===== src/logic/trigger_capture_pkg.sv =====
// Purpose: constants and types for the trigger position capture unit
// Assumes: one 125 MHz clock, synchronous active-high reset
// Notes on behaviour
// - with source 0 or 3, a selected trigger latches the encoder counter in hardware at once
// - capture source 0, the reset value, means hardware capture, input trigger
// - trigger latch holds 24 whole-count bits over 8 fraction bits
// - timer extension mode 0 puts a timer estimate in the 8 fraction bits
// - timer extension mode above zero makes the fraction read one half
// - mode 0 also fills a fine latch, 20 whole bits, 12 fraction bits
// - fine fraction comes from timers; servo fraction from arctangent if enabled
// - sources 1 and 2 are software capture; no counter latch is taken
// - software capture may lag by realtime period plus one servo interrupts
// - source 3 latches the timer at trigger and at each servo interrupt
// - pulse generator adds a 32-bit command per pulse clock, pulses on carry
// - pulse clock divider resets to 5, giving 3.125 MHz
// - counter input select 8 counts internal pulses, ignoring encoder inputs
// - a stored pulse-rate command loads into the active register after reset
// - trigger is built from edge select, flag select and flag channel
// - capture responds to a rising edge of the trigger, never a level
// - the position-captured indication is bit 20 of channel status
package trigger_capture_pkg;

  // clock and pulse-clock timing
  localparam int unsigned CLK_HZ = 125000000;
  localparam int unsigned PULSE_CLK_HZ_DEFAULT = 3125000;
  localparam int unsigned DIV_CYCLES_DEFAULT = CLK_HZ / PULSE_CLK_HZ_DEFAULT;
  localparam logic [2:0] PULSE_DIV_RESET = 3'h5;
  localparam int unsigned DIV_STEP = DIV_CYCLES_DEFAULT / 5;
  localparam logic [5:0] DIV_STEP_W = 6'(DIV_STEP);

  // capture source settings
  localparam logic [1:0] SRC_HW = 2'h0;
  localparam logic [1:0] SRC_SW_INPUT = 2'h1;
  localparam logic [1:0] SRC_SW_ERROR = 2'h2;
  localparam logic [1:0] SRC_TIMER_SW = 2'h3;

  // counter input select value that routes the internal pulse train
  localparam logic [3:0] CNT_SEL_PULSE = 4'h8;

  // trigger edge select field positions
  localparam int unsigned EDGE_USE_INDEX = 0;
  localparam int unsigned EDGE_USE_FLAG = 1;
  localparam int unsigned EDGE_INDEX_LOW = 2;
  localparam int unsigned EDGE_FLAG_LOW = 3;

  // register layouts and status bit
  localparam int unsigned LATCH_FRAC_BITS = 8;
  localparam int unsigned FINE_FRAC_BITS = 12;
  localparam int unsigned STATUS_CAPTURED_BIT = 20;
  localparam logic [7:0] HALF_COUNT_FRAC = 8'h80;
  localparam logic [31:0] PULSE_RATE_RESET = 32'h00000000;
  localparam logic [15:0] TIMER_MAX = 16'hFFFF;

  // channel configuration settings
  typedef struct packed {
    logic [1:0] capture_source_select;
    logic [1:0] timer_extension_mode;
    logic arctangent_enable;
    logic [3:0] counter_input_select;
    logic [3:0] trigger_edge_select;
    logic [1:0] trigger_flag_select;
    logic [1:0] trigger_flag_channel;
    logic [7:0] realtime_interrupt_period;
  } capture_cfg_t;

endpackage : trigger_capture_pkg


===== src/logic/trigger_position_capture.sv =====
// Purpose: servo channel counter with trigger capture and pulse generator
// Assumes: all inputs synchronous to clk; flags are four channels of four
// Notes: capture latch is re-armed by a read strobe from firmware
`timescale 1ns/1ns
module trigger_position_capture (
  // clock and reset
  input wire logic clk,
  input wire logic rst,
  // configuration settings
  input wire trigger_capture_pkg::capture_cfg_t cfg,
  // pulse clock divider register
  input wire logic div_we,
  input wire logic [2:0] div_wdata,
  output logic [2:0] pulse_clock_divider,
  // pulse rate command register and stored copy
  input wire logic pulse_rate_we,
  input wire logic [31:0] pulse_rate_wdata,
  input wire logic nv_valid,
  input wire logic [31:0] nv_pulse_rate,
  output logic [31:0] pulse_rate_command,
  // encoder and flag inputs
  input wire logic enc_a,
  input wire logic enc_b,
  input wire logic enc_index,
  input wire logic [15:0] flags,
  input wire logic [11:0] atan_frac,
  // servo interrupt
  input wire logic servo_int,
  // capture registers and status
  input wire logic latch_read,
  output logic [31:0] trigger_position_latch,
  output logic [31:0] fine_trigger_capture,
  output logic [31:0] servo_position,
  output logic [15:0] trigger_timer,
  output logic [15:0] servo_timer,
  output logic [31:0] channel_status,
  output logic sw_capture_overdue,
  output logic pulse_out
);

  ////////////////////////////////////////////////////////////////////////////
  // helpers

  // fraction of a count elapsed, in 4096ths, saturating below one count
  function automatic logic [11:0] frac12(input logic [15:0] num,
                                         input logic [15:0] den);
    logic [16:0] rem;
    logic [11:0] q;
    rem = 17'h00000;
    q = 12'h000;
    if (den == 16'h0000) begin
      q = 12'h000;
    end else if (num >= den) begin
      q = 12'hFFF;
    end else begin
      rem = {1'b0, num};
      for (int i = 11; i >= 0; i--) begin
        rem = {rem[15:0], 1'b0};
        if (rem >= {1'b0, den}) begin
          rem = rem - {1'b0, den};
          q[i] = 1'b1;
        end
      end
    end
    return q;
  endfunction : frac12

  // rising edge from a present and a previous level
  function automatic logic rose(input logic now, input logic prev);
    return now & ~prev;
  endfunction : rose

  ////////////////////////////////////////////////////////////////////////////
  // pulse clock and pulse generator

  logic [2:0] div_r;
  logic [5:0] div_cnt_r;
  logic [5:0] div_limit;
  logic tick;
  logic [31:0] rate_r;
  logic load_pending_r;
  logic [31:0] acc_r;
  logic [32:0] acc_sum;
  logic pulse_r;

  // divider setting register, resets to its default
  always_ff @(posedge clk) begin
    if (rst) begin
      div_r <= trigger_capture_pkg::PULSE_DIV_RESET;
    end else if (div_we) begin
      div_r <= div_wdata;
    end
  end

  // cycles per pulse clock tick; setting 0 acts as 1
  always_comb begin
    if (div_r == 3'h0) begin
      div_limit = trigger_capture_pkg::DIV_STEP_W;
    end else begin
      div_limit = 6'(trigger_capture_pkg::DIV_STEP_W * div_r);
    end
  end

  // pulse clock tick generator
  always_ff @(posedge clk) begin
    if (rst) begin
      div_cnt_r <= 6'h00;
    end else if (div_cnt_r >= div_limit - 6'h01) begin
      div_cnt_r <= 6'h00;
    end else begin
      div_cnt_r <= div_cnt_r + 6'h01;
    end
  end
  assign tick = (div_cnt_r >= div_limit - 6'h01);

  // active command register, stored copy loaded after reset
  always_ff @(posedge clk) begin
    if (rst) begin
      rate_r <= trigger_capture_pkg::PULSE_RATE_RESET;
      load_pending_r <= 1'b1;
    end else if (pulse_rate_we) begin
      rate_r <= pulse_rate_wdata;
      load_pending_r <= 1'b0;
    end else if (load_pending_r) begin
      if (nv_valid) begin
        rate_r <= nv_pulse_rate;
      end
      load_pending_r <= 1'b0;
    end
  end

  // accumulator, carry out is one pulse
  assign acc_sum = {1'b0, acc_r} + {1'b0, rate_r};
  always_ff @(posedge clk) begin
    if (rst) begin
      acc_r <= 32'h00000000;
      pulse_r <= 1'b0;
    end else if (tick) begin
      acc_r <= acc_sum[31:0];
      pulse_r <= acc_sum[32];
    end else begin
      pulse_r <= 1'b0;
    end
  end

  ////////////////////////////////////////////////////////////////////////////
  // channel counter and interval timer

  logic a_prev_r;
  logic b_prev_r;
  logic use_pulse;
  logic step;
  logic up;
  logic [23:0] count_r;
  logic [15:0] elapsed_r;
  logic [15:0] period_r;
  logic [11:0] now_frac;

  assign use_pulse = (cfg.counter_input_select ==
                      trigger_capture_pkg::CNT_SEL_PULSE);

  // encoder inputs are ignored while the pulse train is selected
  always_comb begin
    if (use_pulse) begin
      step = pulse_r;
      up = 1'b1;
    end else begin
      step = (enc_a ^ a_prev_r) | (enc_b ^ b_prev_r);
      up = a_prev_r ^ enc_b;
    end
  end

  // quadrature history
  always_ff @(posedge clk) begin
    if (rst) begin
      a_prev_r <= 1'b0;
      b_prev_r <= 1'b0;
    end else begin
      a_prev_r <= enc_a;
      b_prev_r <= enc_b;
    end
  end

  // whole-count counter
  always_ff @(posedge clk) begin
    if (rst) begin
      count_r <= 24'h000000;
    end else if (step) begin
      count_r <= up ? count_r + 24'h000001 : count_r - 24'h000001;
    end
  end

  // time since last count and length of last count interval
  always_ff @(posedge clk) begin
    if (rst) begin
      elapsed_r <= 16'h0000;
      period_r <= 16'h0000;
    end else if (step) begin
      elapsed_r <= 16'h0000;
      period_r <= elapsed_r;
    end else if (elapsed_r != trigger_capture_pkg::TIMER_MAX) begin
      elapsed_r <= elapsed_r + 16'h0001;
    end
  end

  assign now_frac = frac12(elapsed_r, period_r);

  ////////////////////////////////////////////////////////////////////////////
  // trigger selection and edge detection

  logic flag_bit;
  logic index_bit;
  logic trig_level;
  logic trig_prev_r;
  logic trig_edge;

  // pick flag by channel and select, apply polarities
  always_comb begin
    flag_bit = flags[{cfg.trigger_flag_channel, cfg.trigger_flag_select}] ^
               cfg.trigger_edge_select[trigger_capture_pkg::EDGE_FLAG_LOW];
    index_bit = enc_index ^
                cfg.trigger_edge_select[trigger_capture_pkg::EDGE_INDEX_LOW];
    if (cfg.trigger_edge_select[trigger_capture_pkg::EDGE_USE_FLAG] &&
        cfg.trigger_edge_select[trigger_capture_pkg::EDGE_USE_INDEX]) begin
      trig_level = flag_bit & index_bit;
    end else if (cfg.trigger_edge_select[
                 trigger_capture_pkg::EDGE_USE_FLAG]) begin
      trig_level = flag_bit;
    end else if (cfg.trigger_edge_select[
                 trigger_capture_pkg::EDGE_USE_INDEX]) begin
      trig_level = index_bit;
    end else begin
      trig_level = 1'b0;
    end
  end

  // edge memory; reset assumes the trigger state so no false capture
  always_ff @(posedge clk) begin
    if (rst) begin
      trig_prev_r <= 1'b1;
    end else begin
      trig_prev_r <= trig_level;
    end
  end
  assign trig_edge = rose(trig_level, trig_prev_r);

  ////////////////////////////////////////////////////////////////////////////
  // capture latches and status

  logic captured_r;
  logic hw_latch;
  logic timer_latch;
  logic [31:0] latch_r;
  logic [31:0] fine_r;
  logic [15:0] trig_timer_r;
  logic servo_prev_r;
  logic servo_edge;
  logic [31:0] servo_pos_r;
  logic [15:0] servo_timer_r;

  // latch only while armed; source 0 and 3 latch counter in hardware
  assign hw_latch = trig_edge & ~captured_r &
                    ((cfg.capture_source_select ==
                      trigger_capture_pkg::SRC_HW) |
                     (cfg.capture_source_select ==
                      trigger_capture_pkg::SRC_TIMER_SW));
  assign timer_latch = trig_edge & ~captured_r;

  // trigger position latch, count and fraction of the same cycle
  always_ff @(posedge clk) begin
    if (rst) begin
      latch_r <= 32'h00000000;
    end else if (hw_latch) begin
      if (cfg.timer_extension_mode == 2'h0) begin
        latch_r <= {count_r, now_frac[11:4]};
      end else begin
        latch_r <= {count_r, trigger_capture_pkg::HALF_COUNT_FRAC};
      end
    end
  end

  // fine latch, filled only with timer extension mode 0
  always_ff @(posedge clk) begin
    if (rst) begin
      fine_r <= 32'h00000000;
    end else if (hw_latch && cfg.timer_extension_mode == 2'h0) begin
      fine_r <= {count_r[19:0], now_frac};
    end
  end

  // timer value at trigger, kept for every source
  always_ff @(posedge clk) begin
    if (rst) begin
      trig_timer_r <= 16'h0000;
    end else if (timer_latch) begin
      trig_timer_r <= elapsed_r;
    end
  end

  // captured flag; a trigger wins over a re-arming read in the same cycle
  always_ff @(posedge clk) begin
    if (rst) begin
      captured_r <= 1'b0;
    end else if (timer_latch) begin
      captured_r <= 1'b1;
    end else if (latch_read) begin
      captured_r <= 1'b0;
    end
  end

  // servo interrupt edge latches position and timer
  always_ff @(posedge clk) begin
    if (rst) begin
      servo_prev_r <= 1'b0;
    end else begin
      servo_prev_r <= servo_int;
    end
  end
  assign servo_edge = rose(servo_int, servo_prev_r);

  always_ff @(posedge clk) begin
    if (rst) begin
      servo_pos_r <= 32'h00000000;
      servo_timer_r <= 16'h0000;
    end else if (servo_edge) begin
      servo_timer_r <= elapsed_r;
      if (cfg.arctangent_enable) begin
        servo_pos_r <= {count_r[19:0], atan_frac};
      end else begin
        servo_pos_r <= {count_r[19:0], now_frac};
      end
    end
  end

  ////////////////////////////////////////////////////////////////////////////
  // software capture lag watch

  logic sw_mode;
  logic [8:0] lag_cnt_r;
  logic overdue_r;

  assign sw_mode = (cfg.capture_source_select ==
                    trigger_capture_pkg::SRC_SW_INPUT) |
                   (cfg.capture_source_select ==
                    trigger_capture_pkg::SRC_SW_ERROR);

  // counts servo interrupts while an unread software capture waits
  always_ff @(posedge clk) begin
    if (rst) begin
      lag_cnt_r <= 9'h000;
      overdue_r <= 1'b0;
    end else if (!sw_mode || !captured_r || latch_read) begin
      lag_cnt_r <= 9'h000;
      overdue_r <= 1'b0;
    end else if (servo_edge && lag_cnt_r != 9'h1FF) begin
      lag_cnt_r <= lag_cnt_r + 9'h001;
      overdue_r <= (lag_cnt_r >=
                    {1'b0, cfg.realtime_interrupt_period});
    end
  end

  ////////////////////////////////////////////////////////////////////////////
  // outputs

  // status word carries the captured indication only
  // follows the captured flag's next value, so a read clears it at once
  always_ff @(posedge clk) begin
    if (rst) begin
      channel_status <= 32'h00000000;
    end else begin
      channel_status <= 32'h00000000;
      channel_status[trigger_capture_pkg::STATUS_CAPTURED_BIT] <=
        (captured_r & ~latch_read) | timer_latch;
    end
  end

  assign pulse_clock_divider = div_r;
  assign pulse_rate_command = rate_r;
  assign trigger_position_latch = latch_r;
  assign fine_trigger_capture = fine_r;
  assign servo_position = servo_pos_r;
  assign trigger_timer = trig_timer_r;
  assign servo_timer = servo_timer_r;
  assign sw_capture_overdue = overdue_r;
  assign pulse_out = pulse_r;

endmodule : trigger_position_capture


===== config.mk =====
export PLATFORM = sky130hd
export DESIGN_NAME = trigger_position_capture
export DESIGN_NICKNAME = d
export VERILOG_FILES = /design/src/logic/trigger_capture_pkg.sv /design/src/logic/trigger_position_capture.sv
export SDC_FILE = /design/constraint.sdc
export NUM_CORES = 1
export LEC_CHECK = 0
export BUFFER_PORTS_ARGS = -buffer_cell sky130_fd_sc_hd__buf_2
export CAP_MARGIN = 25
export CORE_ASPECT_RATIO = 1.25
export CORE_MARGIN = 2
export CORE_UTILIZATION = 55
export CTS_BUF_LIST = sky130_fd_sc_hd__clkbuf_8
export DETAILED_ROUTE_END_ITERATION = 10
export PLACE_DENSITY_LB_ADDON = 0.15
export SLEW_MARGIN = 10
export SYNTH_ARGS = -nofsm -noshare
export SYNTH_HDL_FRONTEND = slang
export SYNTH_SLANG_ARGS = --single-unit

===== constraint.sdc =====
create_clock -name clk -period 32.5 [get_ports clk]
set_clock_uncertainty 0.2 [all_clocks]
set_input_delay 1.625 -clock clk [delete_from_list [all_inputs] [get_ports clk]]
set_output_delay 1.625 -clock clk [all_outputs]
set_load 0.03 [all_outputs]

## After elaboration in Yosys (flattened, before gate mapping)

Cells that the tools add are included.
W data, S select, Z words.

- Register bits after elaboration: 306
- Word-level logic and storage cells: 166

- $add $sub $neg: 18
- Magnitude comparators: 16
- Equality and inequality tests: 6
- Multiplexer cells: 64
- Bitwise gates (word level): 20
- Reduce and logical (&&, ||, !) cells: 19

Operators by type and width:

| kind | count |
|---|---|
| $mux W16 | 33 |
| $ge A17 B16 Y1 | 12 |
| $sub A16 B16 Y16 | 11 |
| $mux W32 | 3 |
| $mux W12 | 3 |
| $add A32 B32 Y33 | 1 |
| $add A24 B1 Y24 const B | 1 |
| $mux W24 | 1 |
| $sub A24 B1 Y24 const B | 1 |
| $mux W1 | 21 |
| $add A16 B1 Y16 const B | 1 |
| $ge A16 B16 Y1 | 1 |
| $logic_not A16 Y1 | 1 |
| $ne A16 B16 Y1 const B | 1 |
| $add A9 B1 Y9 const B | 1 |
| $ge A9 B8 Y1 | 1 |
| $ne A9 B9 Y1 const B | 1 |
| $mux W8 | 1 |
| $reduce_or A2 Y1 | 4 |
| $add A6 B1 Y6 const B | 1 |
| $and A1 B1 Y1 | 6 |
| $ge A6 B6 Y1 | 1 |
| $mux W6 | 1 |
| $reduce_bool A2 Y1 | 3 |
| 15 further kinds | 32 |

## Depth between registers and ports, before layout

Gate-level depths: netlist of the first run.

- Depth in word-level cells: 49
- Gate-level depth with buffers: 179
- Mapped depth without buffers: 166

## Worst setup path before layout of the first run

Ideal clock, no wire load.

- Path type: register -> register
- Start point: register period_r[14]
- End point: register servo_pos_r[0] (netlist: servo_position[0])
- Setup time: 0.140 ns
- Arrival: 31.310 ns
- Required time: 32.160 ns
- Path slack: 0.850 ns
- Stages on the path, launching flop included: 171
- Period minus slack after synthesis: 31.650 ns
- Cell sequence: dfxtp_1 inv_1 ha_1 a21o_1 a211oi_2 o41ai_2 o31ai_4 clkbuf_1 o21ai_0 ha_1 nand2_1 a21oi_1 o21ai_0 nor3_2 a31oi_1 a21oi_1 or2_1 buf_2 [... 135 more ...] ha_1 a21o_1 a21oi_1 nor2b_1 o21ai_0 nand2b_1 a21oi_1 nor2b_1 o21ai_0 nand2b_1 a21oi_1 o21ai_0 a21oi_1 nor2b_1 o21ai_0 nand3_1 o31ai_1 a311oi_2

- Word-level cells in the longest chain between the ends: 49

RTL lines:

| item | line | text |
|---|---|---|
| start: declaration | trigger_position_capture.sv:156 | `logic [15:0] period_r;` |
| start signal: assignment | trigger_position_capture.sv:200 | `period_r <= elapsed_r;` |
| $sub A16 B16 Y16 / $ge A17 B16 Y1 (equally long branches) | trigger_position_capture.sv:60, trigger_position_capture.sv:59 |  |
| $mux W16 | trigger_position_capture.sv:59 | `if (rem >= {1'b0, den}) begin` |
| $mux W16 | trigger_position_capture.sv:53 | `end else if (num >= den) begin` |
| $mux W16 | trigger_position_capture.sv:51 | `if (den == 16'h0000) begin` |
| $sub A16 B16 Y16 / $ge A17 B16 Y1 (equally long branches) | trigger_position_capture.sv:60, trigger_position_capture.sv:59 |  |
| $mux W16 | trigger_position_capture.sv:59 |  |
| $mux W16 | trigger_position_capture.sv:53 |  |
| $mux W16 | trigger_position_capture.sv:51 |  |
| [... 33 more ...] | - |  |
| $mux W16 | trigger_position_capture.sv:59 |  |
| $mux W16 | trigger_position_capture.sv:53 |  |
| $mux W16 | trigger_position_capture.sv:51 |  |
| $ge A17 B16 Y1 | trigger_position_capture.sv:59 |  |
| $mux W1 | trigger_position_capture.sv:59 |  |
| $mux W12 | trigger_position_capture.sv:53 |  |
| $mux W12 (*) | trigger_position_capture.sv:51 |  |
| $mux W12 (*) | trigger_position_capture.sv:327 | `if (cfg.arctangent_enable) begin` |
| end signal: assignment | trigger_position_capture.sv:328 | `servo_pos_r <= {count_r[19:0], atan_frac};` |
| end signal: assignment | trigger_position_capture.sv:330 | `servo_pos_r <= {count_r[19:0], now_frac};` |
| end: declaration | trigger_position_capture.sv:258 | `logic [31:0] servo_pos_r;` |

Every way passes the cells marked *; elsewhere a longest branch is shown, timed or not. The select of a mux whose other input is x is not followed.
A chain may end at the register's enable or synchronous reset.

## Worst setup path in the final report of the first run

Ends and elaborated chain as after synthesis.

==> results of run 1 <==
registers in the layout (all words and copies together) (netlist names):
name                    flops
acc_r                      32
fine_trigger_capture       32
pulse_rate_command         32
servo_position             32
trigger_position_latch     32
count_r                    24
elapsed_r                  16
period_r                   16
servo_timer                16
trigger_timer              16
lag_cnt_r                   9
div_cnt_r                   6
pulse_clock_divider         3
a_prev_r                    1
b_prev_r                    1
captured_r                  1
channel_status              1
load_pending_r              1
pulse_out                   1
servo_prev_r                1
sw_capture_overdue          1
trig_prev_r                 1
layout make-up:
class,count,area share [%]
Sequential cell,275,20.4
Tap cell,559,2.59
Multi-Input combinational cell,2484,63.3
Clock inverter,21,0.430
Timing Repair Buffer,421,9.17
Inverter,123,1.71
Clock buffer,47,2.39
stage by stage:
| step | setup WS [ps] | area, sq um | instances | util, % |
|---|---|---|---|---|
| floorplan | 850 | 23600 | 3034 | - |
| global placement | 962 | 25900 | 3841 | 61.4 |
| detailed placement | 264 | 25900 | 3842 | 61.5 |
| CTS | 76.7 | 26700 | 3910 | 63.3 |
| global route | -150 | 27000 | 3930 | 64.2 |
| finish | 2260 | 27000 | 3930 | 64.2 |
placed cells by master (no fill, tap or decap), types with 106 or more instances in the layout:
master                    netlist  layout
sky130_fd_sc_hd__nand2_1      411     411
sky130_fd_sc_hd__a21oi_1      339     332
sky130_fd_sc_hd__buf_2         13     294
sky130_fd_sc_hd__dfxtp_1      275     274
sky130_fd_sc_hd__nor2_1       271     269
sky130_fd_sc_hd__ha_1         267     263
sky130_fd_sc_hd__inv_1        122     138
sky130_fd_sc_hd__buf_4         32     119
sky130_fd_sc_hd__xnor2_1      113     113
sky130_fd_sc_hd__o21ai_0      123     106
worst paths after layout:
path                                           from                                     end  slack (ps)  cells after the start
min reg2reg  trigger_position_latch[5]$_SDFFE_PP0P_  trigger_position_latch[5]$_SDFFE_PP0P_         250                      2
min          trigger_position_latch[5]$_SDFFE_PP0P_  trigger_position_latch[5]$_SDFFE_PP0P_         250                      2
max                       period_r[14]$_SDFFE_PP0P_          servo_position[0]$_SDFFE_PP0P_        2260                    159
max reg2reg               period_r[14]$_SDFFE_PP0P_          servo_position[0]$_SDFFE_PP0P_        2260                    159
timing repair:
action,in CTS,in global routing
setup buffers,0,16
hold buffers,0,0
gates resized for setup,0,71
setup endpoints to repair,0,4
worst max-delay path, delay by kind of cell (launching register included):
family	cells	cell delay (ps)
mux	9	2670
simple gates	33	4670
flops	1	360
compound gates	95	16750
fa+ha+maj	12	3840
buf+inv	10	1570
metal layers:
metal / track usage (%) / share of wire, %
met5: 0 / 0
met4: 16.8 / 5.8
met3: 4.64 / 5.6
met1: 36.0 / 39
met2: 56.5 / 49
logic make-up after synthesis:
group | count (synthesis) | synth area share (%)
buffers and inverters | 276 | 5.15
adders and majority gates | 270 | 14.5
xor gates and xnor gates | 181 | 6.78
other | 1 | 0.0160
and+or+nand+nor | 1000 | 19.1
DFF | 275 | 23.4
muxes | 185 | 9.05
AOI/OAI and AO/OA | 816 | 22.0
==> insert_results.sql, run 1 <==
INSERT INTO impl_metrics (metric_group, metric, value, unit) VALUES
('outcome', 'outcome', 'finished clean', ''),
('place', 'place.gp.congestion', '0.934', ''),
('die', 'num_ports', '327', ''),
('logic_synthesis', 'synth_flop_cell', 'sky130_fd_sc_hd__dfxtp_1', ''),
('logic_synthesis', 'post-synth-top-count-cell', 'sky130_fd_sc_hd__nand2_1', ''),
('cells_and_area', 'area_delta_synth_final', '15.1', '%'),
('grt', 'globalRouteOverflowTotal', '0', ''),
('grt', 'grt_first_pass_wirelength', '115', 'mm'),
('worst_setup_path', 'crit_slowest_cell', 'sky130_fd_sc_hd__or3_4', ''),
('cells_and_area', 'count_of_nets_after_finishing', '3745', ''),
('cells_and_area', 'multi_input_comb_area', '17100', 'sq um'),
('timing', 'finalWorstPathRequiredPeriod', '30240', 'ps'),
('worst_setup_path', 'critPathLaunchType', 'register', ''),
('worst_setup_path', 'cp_max_fo', '17', ''),
('grt', 'grt_usage', '31.6', '%'),
('route', 'detail_route.drc_violations', '0', ''),
('logic_synthesis', 'synth_cell_type_count', '93', ''),
('logic_synthesis', 'synth_top_cell_by_area', 'sky130_fd_sc_hd__dfxtp_1', ''),
('timing', 'timing.fmax', '0.0331', 'GHz'),
('clock_network', 'clock_tree.buffer_depth', '3', ''),
('timing', 'slew-limit-headroom', '35.8', '%'),
('die', 'die-width', '189', 'microns'),
('cells_and_area', 'area.sequential', '5510', 'sq um'),
('worst_hold_path', 'worstHoldPathType', 'register to register', ''),
('die', 'die_h', '235', 'microns'),
('place', 'place.port_buffers', '295', ''),
('cells_and_area', 'fraction_of_final_layout_cells_with_drive_strength_greater_than_1', '20.1', '%'),
('logic_synthesis', 'ys_top_cells_by_count', '411 x sky130_fd_sc_hd__nand2_1, 339 x sky130_fd_sc_hd__a21oi_1, 275 x sky130_fd_sc_hd__dfxtp_1, 271 x sky130_fd_sc_hd__nor2_1, 267 x sky130_fd_sc_hd__ha_1', ''),
('clock_network', 'cts_tree', 'done', ''),
('timing', 'layout_worst_path_cycle_share', '93.0', '%'),
('cells_and_area', 'num-fill-cells', '3706', ''),
('clock_network', 'path_clk_slew', '70', 'ps'),
('timing', 'setup_tns', '0', 'ps'),
('worst_setup_path', 'path_common_cell', 'sky130_fd_sc_hd__a21oi_1', ''),
('worst_setup_path', 'worst-setup-path-type', 'register to register', ''),
('logic_synthesis', 'synth_edf_count', '0', ''),
('route', 'routed_wl', '73.2', 'mm'),
('logic_synthesis', 'synth.yosys.warnings', '0', ''),
('route', 'viasPerCell', '5.85', ''),
('route', 'ant_nets', '0', ''),
('worst_setup_path', 'cpPeakStageDelay', '450', 'ps'),
('clock_network', 'clkLatencyLatePin', '580', 'ps'),
('die', 'initial_core_util', '55.8', '%'),
('logic_synthesis', 'yosys-top-cells-area', 'sky130_fd_sc_hd__dfxtp_1 23%, sky130_fd_sc_hd__ha_1 14%, sky130_fd_sc_hd__a21oi_1 7.2%', ''),
('logic_synthesis', 'synthesis.area_per_instance', '7.82', 'sq um'),
('die', 'placeableCoreArea', '42100', 'sq um'),
('clock_network', 'cts.sinks', '275', ''),
('worst_setup_path', 'cp-end-kind', 'register', ''),
('logic_synthesis', 'synth_cells', '3004', ''),
('clock_network', 'cts-buffers-inserted', '40', ''),
('timing', 'transition_time_at_the_pin_with_the_least_slew_margin', '963', 'ps'),
('worst_setup_path', 'worst_ep_required_time', '32710', 'ps'),
('die', 'dieArea', '44400', 'sq um'),
('logic_synthesis', 'synth.top_cell.area_share', '23.4', '%'),
('route', 'dr.pass1.iters', '5', ''),
('worst_setup_path', 'critical_path_arrival', '30440', 'ps'),
('timing', 'timing_hold_violations_final', '0', ''),
('timing', 'finalSetupViolCount', '0', ''),
('cells_and_area', 'ant_cells', '0', ''),
('grt', 'maximum_number_of_pins_on_one_net_before_global_route_repair', '105', ''),
('timing', 'hold_slack_final', '252', 'ps'),
('place', 'dpl.hpwl', '55.5', 'mm'),
('grt', 'grt_antenna_before_repair', '1', ''),
('route', 'drt_iter0_drc', '1147', ''),
('die', 'placementRows', '84', ''),
('route', 'route.vias.total', '23010', ''),
('logic_synthesis', 'mappedNetlistArea', '23500', 'sq um'),
('run', 'cap_violations', '0', ''),
('logic_synthesis', 'ys_seq_area_share', '23.4', '%'),
('clock_network', 'clk_root_buffer_cell', 'sky130_fd_sc_hd__clkbuf_8', ''),
('grt', 'vias_in_the_first_global_route', '22274', ''),
('logic_synthesis', 'asyncSetResetFlopFracSynth', '0', '%'),
('timing', 'slew_violations', '0', ''),
('route', 'drt-wirelength-per-cell', '18.6', 'microns'),
('clock_network', 'clock_tree.htree_level_count', '2', ''),
('logic_synthesis', 'postSynthRegisterBits', '275', '');
Power of run 1 is not shown: default switching activity piles up to over one toggle a cycle in this logic, so the estimate is an artifact.
==> inputs of run 2 (changes only) <==
- PLACE_DENSITY: not set -> 0.82
- PLACE_DENSITY_LB_ADDON: 0.15 -> not set
==> run 2 against run 1 <==
  * Die area unchanged
  * Sequential cell count unchanged
  * Via count is 1.1% higher
  * Count of clock-buffer cells in the layout increased by 3
  * Global-route usage is 1.6 points lower
  * Critical path type unchanged
  * Core utilization rose by 0.35 points
==> insert_results.sql, run 2 (same netlist as run 1, synthesis figures left out) <==
INSERT INTO impl_metrics (metric_group, metric, value, unit) VALUES
('route', 'met3_length', '4.83', 'mm'),
('clock_network', 'clk_root_buffer_cell', 'sky130_fd_sc_hd__clkbuf_8', ''),
('route', 'dr.pass1.iters', '9', ''),
('place', 'place_worst_setup_slack', '-28.1', 'ps'),
('worst_setup_path', 'cp_max_fo', '24', ''),
('timing', 'setup_tns', '0', 'ps'),
('grt', 'vias_in_the_first_global_route', '22324', ''),
('timing', 'finalSetupViolCount', '0', ''),
('cells_and_area', 'count_of_nets_after_finishing', '3743', ''),
('timing', 'finalWorstPathRequiredPeriod', '30520', 'ps'),
('clock_network', 'clock_tree.htree_level_count', '2', ''),
('die', 'placeableCoreArea', '42100', 'sq um'),
('grt', 'grt_first_pass_wirelength', '110', 'mm'),
('route', 'route.vias.total', '23255', ''),
('worst_setup_path', 'worst_ep_required_time', '32730', 'ps'),
('worst_setup_path', 'timing.critical_path.max_delay_family', 'compound AO/OA/AOI/OAI gates', ''),
('timing', 'fin_ws', '1980', 'ps'),
('die', 'initial_core_util', '55.8', '%'),
('route', 'drt_iter0_drc', '1523', ''),
('cells_and_area', 'fraction_of_final_layout_cells_with_drive_strength_greater_than_1', '20.5', '%'),
('run', 'cap_violations', '0', ''),
('cells_and_area', 'finalNonFillerCells', '3930', ''),
('clock_network', 'cts-buffers-inserted', '40', ''),
('worst_setup_path', 'cp-end-kind', 'register', ''),
('clock_network', 'clkLatencyLatePin', '570', 'ps'),
('timing', 'timing_hold_violations_final', '0', ''),
('grt', 'globalRouteOverflowTotal', '0', ''),
('die', 'die_h', '235', 'microns'),
('place', 'place.gp.congestion', '0.976', ''),
('die', 'dieArea', '44400', 'sq um'),
('route', 'detail_route.drc_violations', '0', ''),
('grt', 'grt_usage', '30.0', '%'),
('timing', 'slew_violations', '0', ''),
('worst_hold_path', 'worstHoldPathType', 'register to register', ''),
('route', 'highest_routed_layer', 'met4', ''),
('worst_setup_path', 'cp_num_buf_inv', '14', ''),
('cells_and_area', 'ant_cells', '0', ''),
('place', 'dpl.hpwl', '51.8', 'mm'),
('cells_and_area', 'final_core_util', '64.5', '%'),
('outcome', 'outcome', 'finished clean', ''),
('clock_network', 'clock_tree.buffer_depth', '3', ''),
('route', 'viasPerCell', '5.92', ''),
('route', 'm1WireLength', '27.4', 'mm'),
('worst_setup_path', 'critical_path_arrival', '30750', 'ps'),
('clock_network', 'cts_tree', 'done', ''),
('grt', 'maximum_number_of_pins_on_one_net_before_global_route_repair', '91', ''),
('route', 'routed_wl', '70.2', 'mm'),
('route', 'met2_length', '34.3', 'mm'),
('clock_network', 'path_clk_slew', '70', 'ps'),
('cells_and_area', 'num-fill-cells', '3562', ''),
('worst_setup_path', 'crit_slowest_cell', 'sky130_fd_sc_hd__o41ai_4', ''),
('cells_and_area', 'final_common_cell', 'sky130_fd_sc_hd__nand2_1', ''),
('timing', 'slew-limit-headroom', '26.6', '%'),
('die', 'num_ports', '327', ''),
('place', 'numPlacedInstances', '3829', ''),
('timing', 'layout_worst_path_cycle_share', '93.9', '%'),
('grt', 'grt_antenna_before_repair', '2', ''),
('route', 'drt-wirelength-per-cell', '17.9', 'microns'),
('worst_setup_path', 'critPathLaunchType', 'register', ''),
('timing', 'timing.fmax', '0.0328', 'GHz'),
('clock_network', 'ctsHoldBuffers', '0', ''),
('die', 'die-width', '189', 'microns'),
('cells_and_area', 'layout.cells.most_common_list', '411 x sky130_fd_sc_hd__nand2_1, 328 x sky130_fd_sc_hd__a21oi_1, 294 x sky130_fd_sc_hd__buf_2', ''),
('die', 'placementRows', '84', ''),
('worst_setup_path', 'cpPeakStageDelay', '560', 'ps'),
('cells_and_area', 'area_delta_synth_final', '15.7', '%'),
('route', 'ant_nets', '0', ''),
('timing', 'transition_time_at_the_pin_with_the_least_slew_margin', '1100', 'ps'),
('worst_setup_path', 'path_common_cell', 'sky130_fd_sc_hd__o21ai_1', ''),
('clock_network', 'cts.sinks', '275', ''),
('place', 'place.port_buffers', '295', ''),
('worst_setup_path', 'worst-setup-path-type', 'register to register', '');
run 2: path summary, 6_finish.rpt:
kind	slack (ps)	startpoint	end	depth (start not counted)
max	1980	period_r[1]$_SDFFE_PP0P_	fine_trigger_capture[0]$_SDFFE_PP0P_	164
min	250	fine_trigger_capture[11]$_SDFFE_PP0P_	fine_trigger_capture[11]$_SDFFE_PP0P_	2
max reg2reg	1980	period_r[1]$_SDFFE_PP0P_	fine_trigger_capture[0]$_SDFFE_PP0P_	164
min reg2reg	250	fine_trigger_capture[11]$_SDFFE_PP0P_	fine_trigger_capture[11]$_SDFFE_PP0P_	2
run 2: cell type report:
class,instances,area (sq um),share of cell area [%]
Multi-Input combinational cell,2484,17200,63.2
Sequential cell,275,5510,20.3
Timing Repair Buffer,419,2490,9.17
Tap cell,559,699,2.57
Clock buffer,50,688,2.53
Inverter,123,462,1.70
Clock inverter,20,166,0.612
run 2: worst reg2reg max path, delay by kind of cell (launching register included):
family                     cells  cell delay [ps]
and+or+nand+nor               33             4710
muxes                          9             2690
buffers and inverters         14             2160
AOI/OAI and AO/OA             95            16520
adders and majority gates     13             3790
DFF                            1              400
run 2: what timing repair did:
item	CTS	global route
buffers inserted	3	23
cloned	0	1
gates resized for setup	1	76
setup endpoints to repair	2	4
pin swaps	1	20
run 2: stage by stage:
step / hold slack [ps] / instance area, sq um
floorplan: 218 / 23600
global placement: 232 / 25800
detailed placement: 243 / 25800
CTS: 252 / 26700
global route: 263 / 27200
finish: 252 / 27200
run 2: layer usage:
metal	up-vias	GRT usage, %
met3	234	5.22
met5	-	0
met4	0	15.2
li1	11293	-
met1	10832	34.2
met2	896	53.4
Power of run 2 is left out for the same reason.
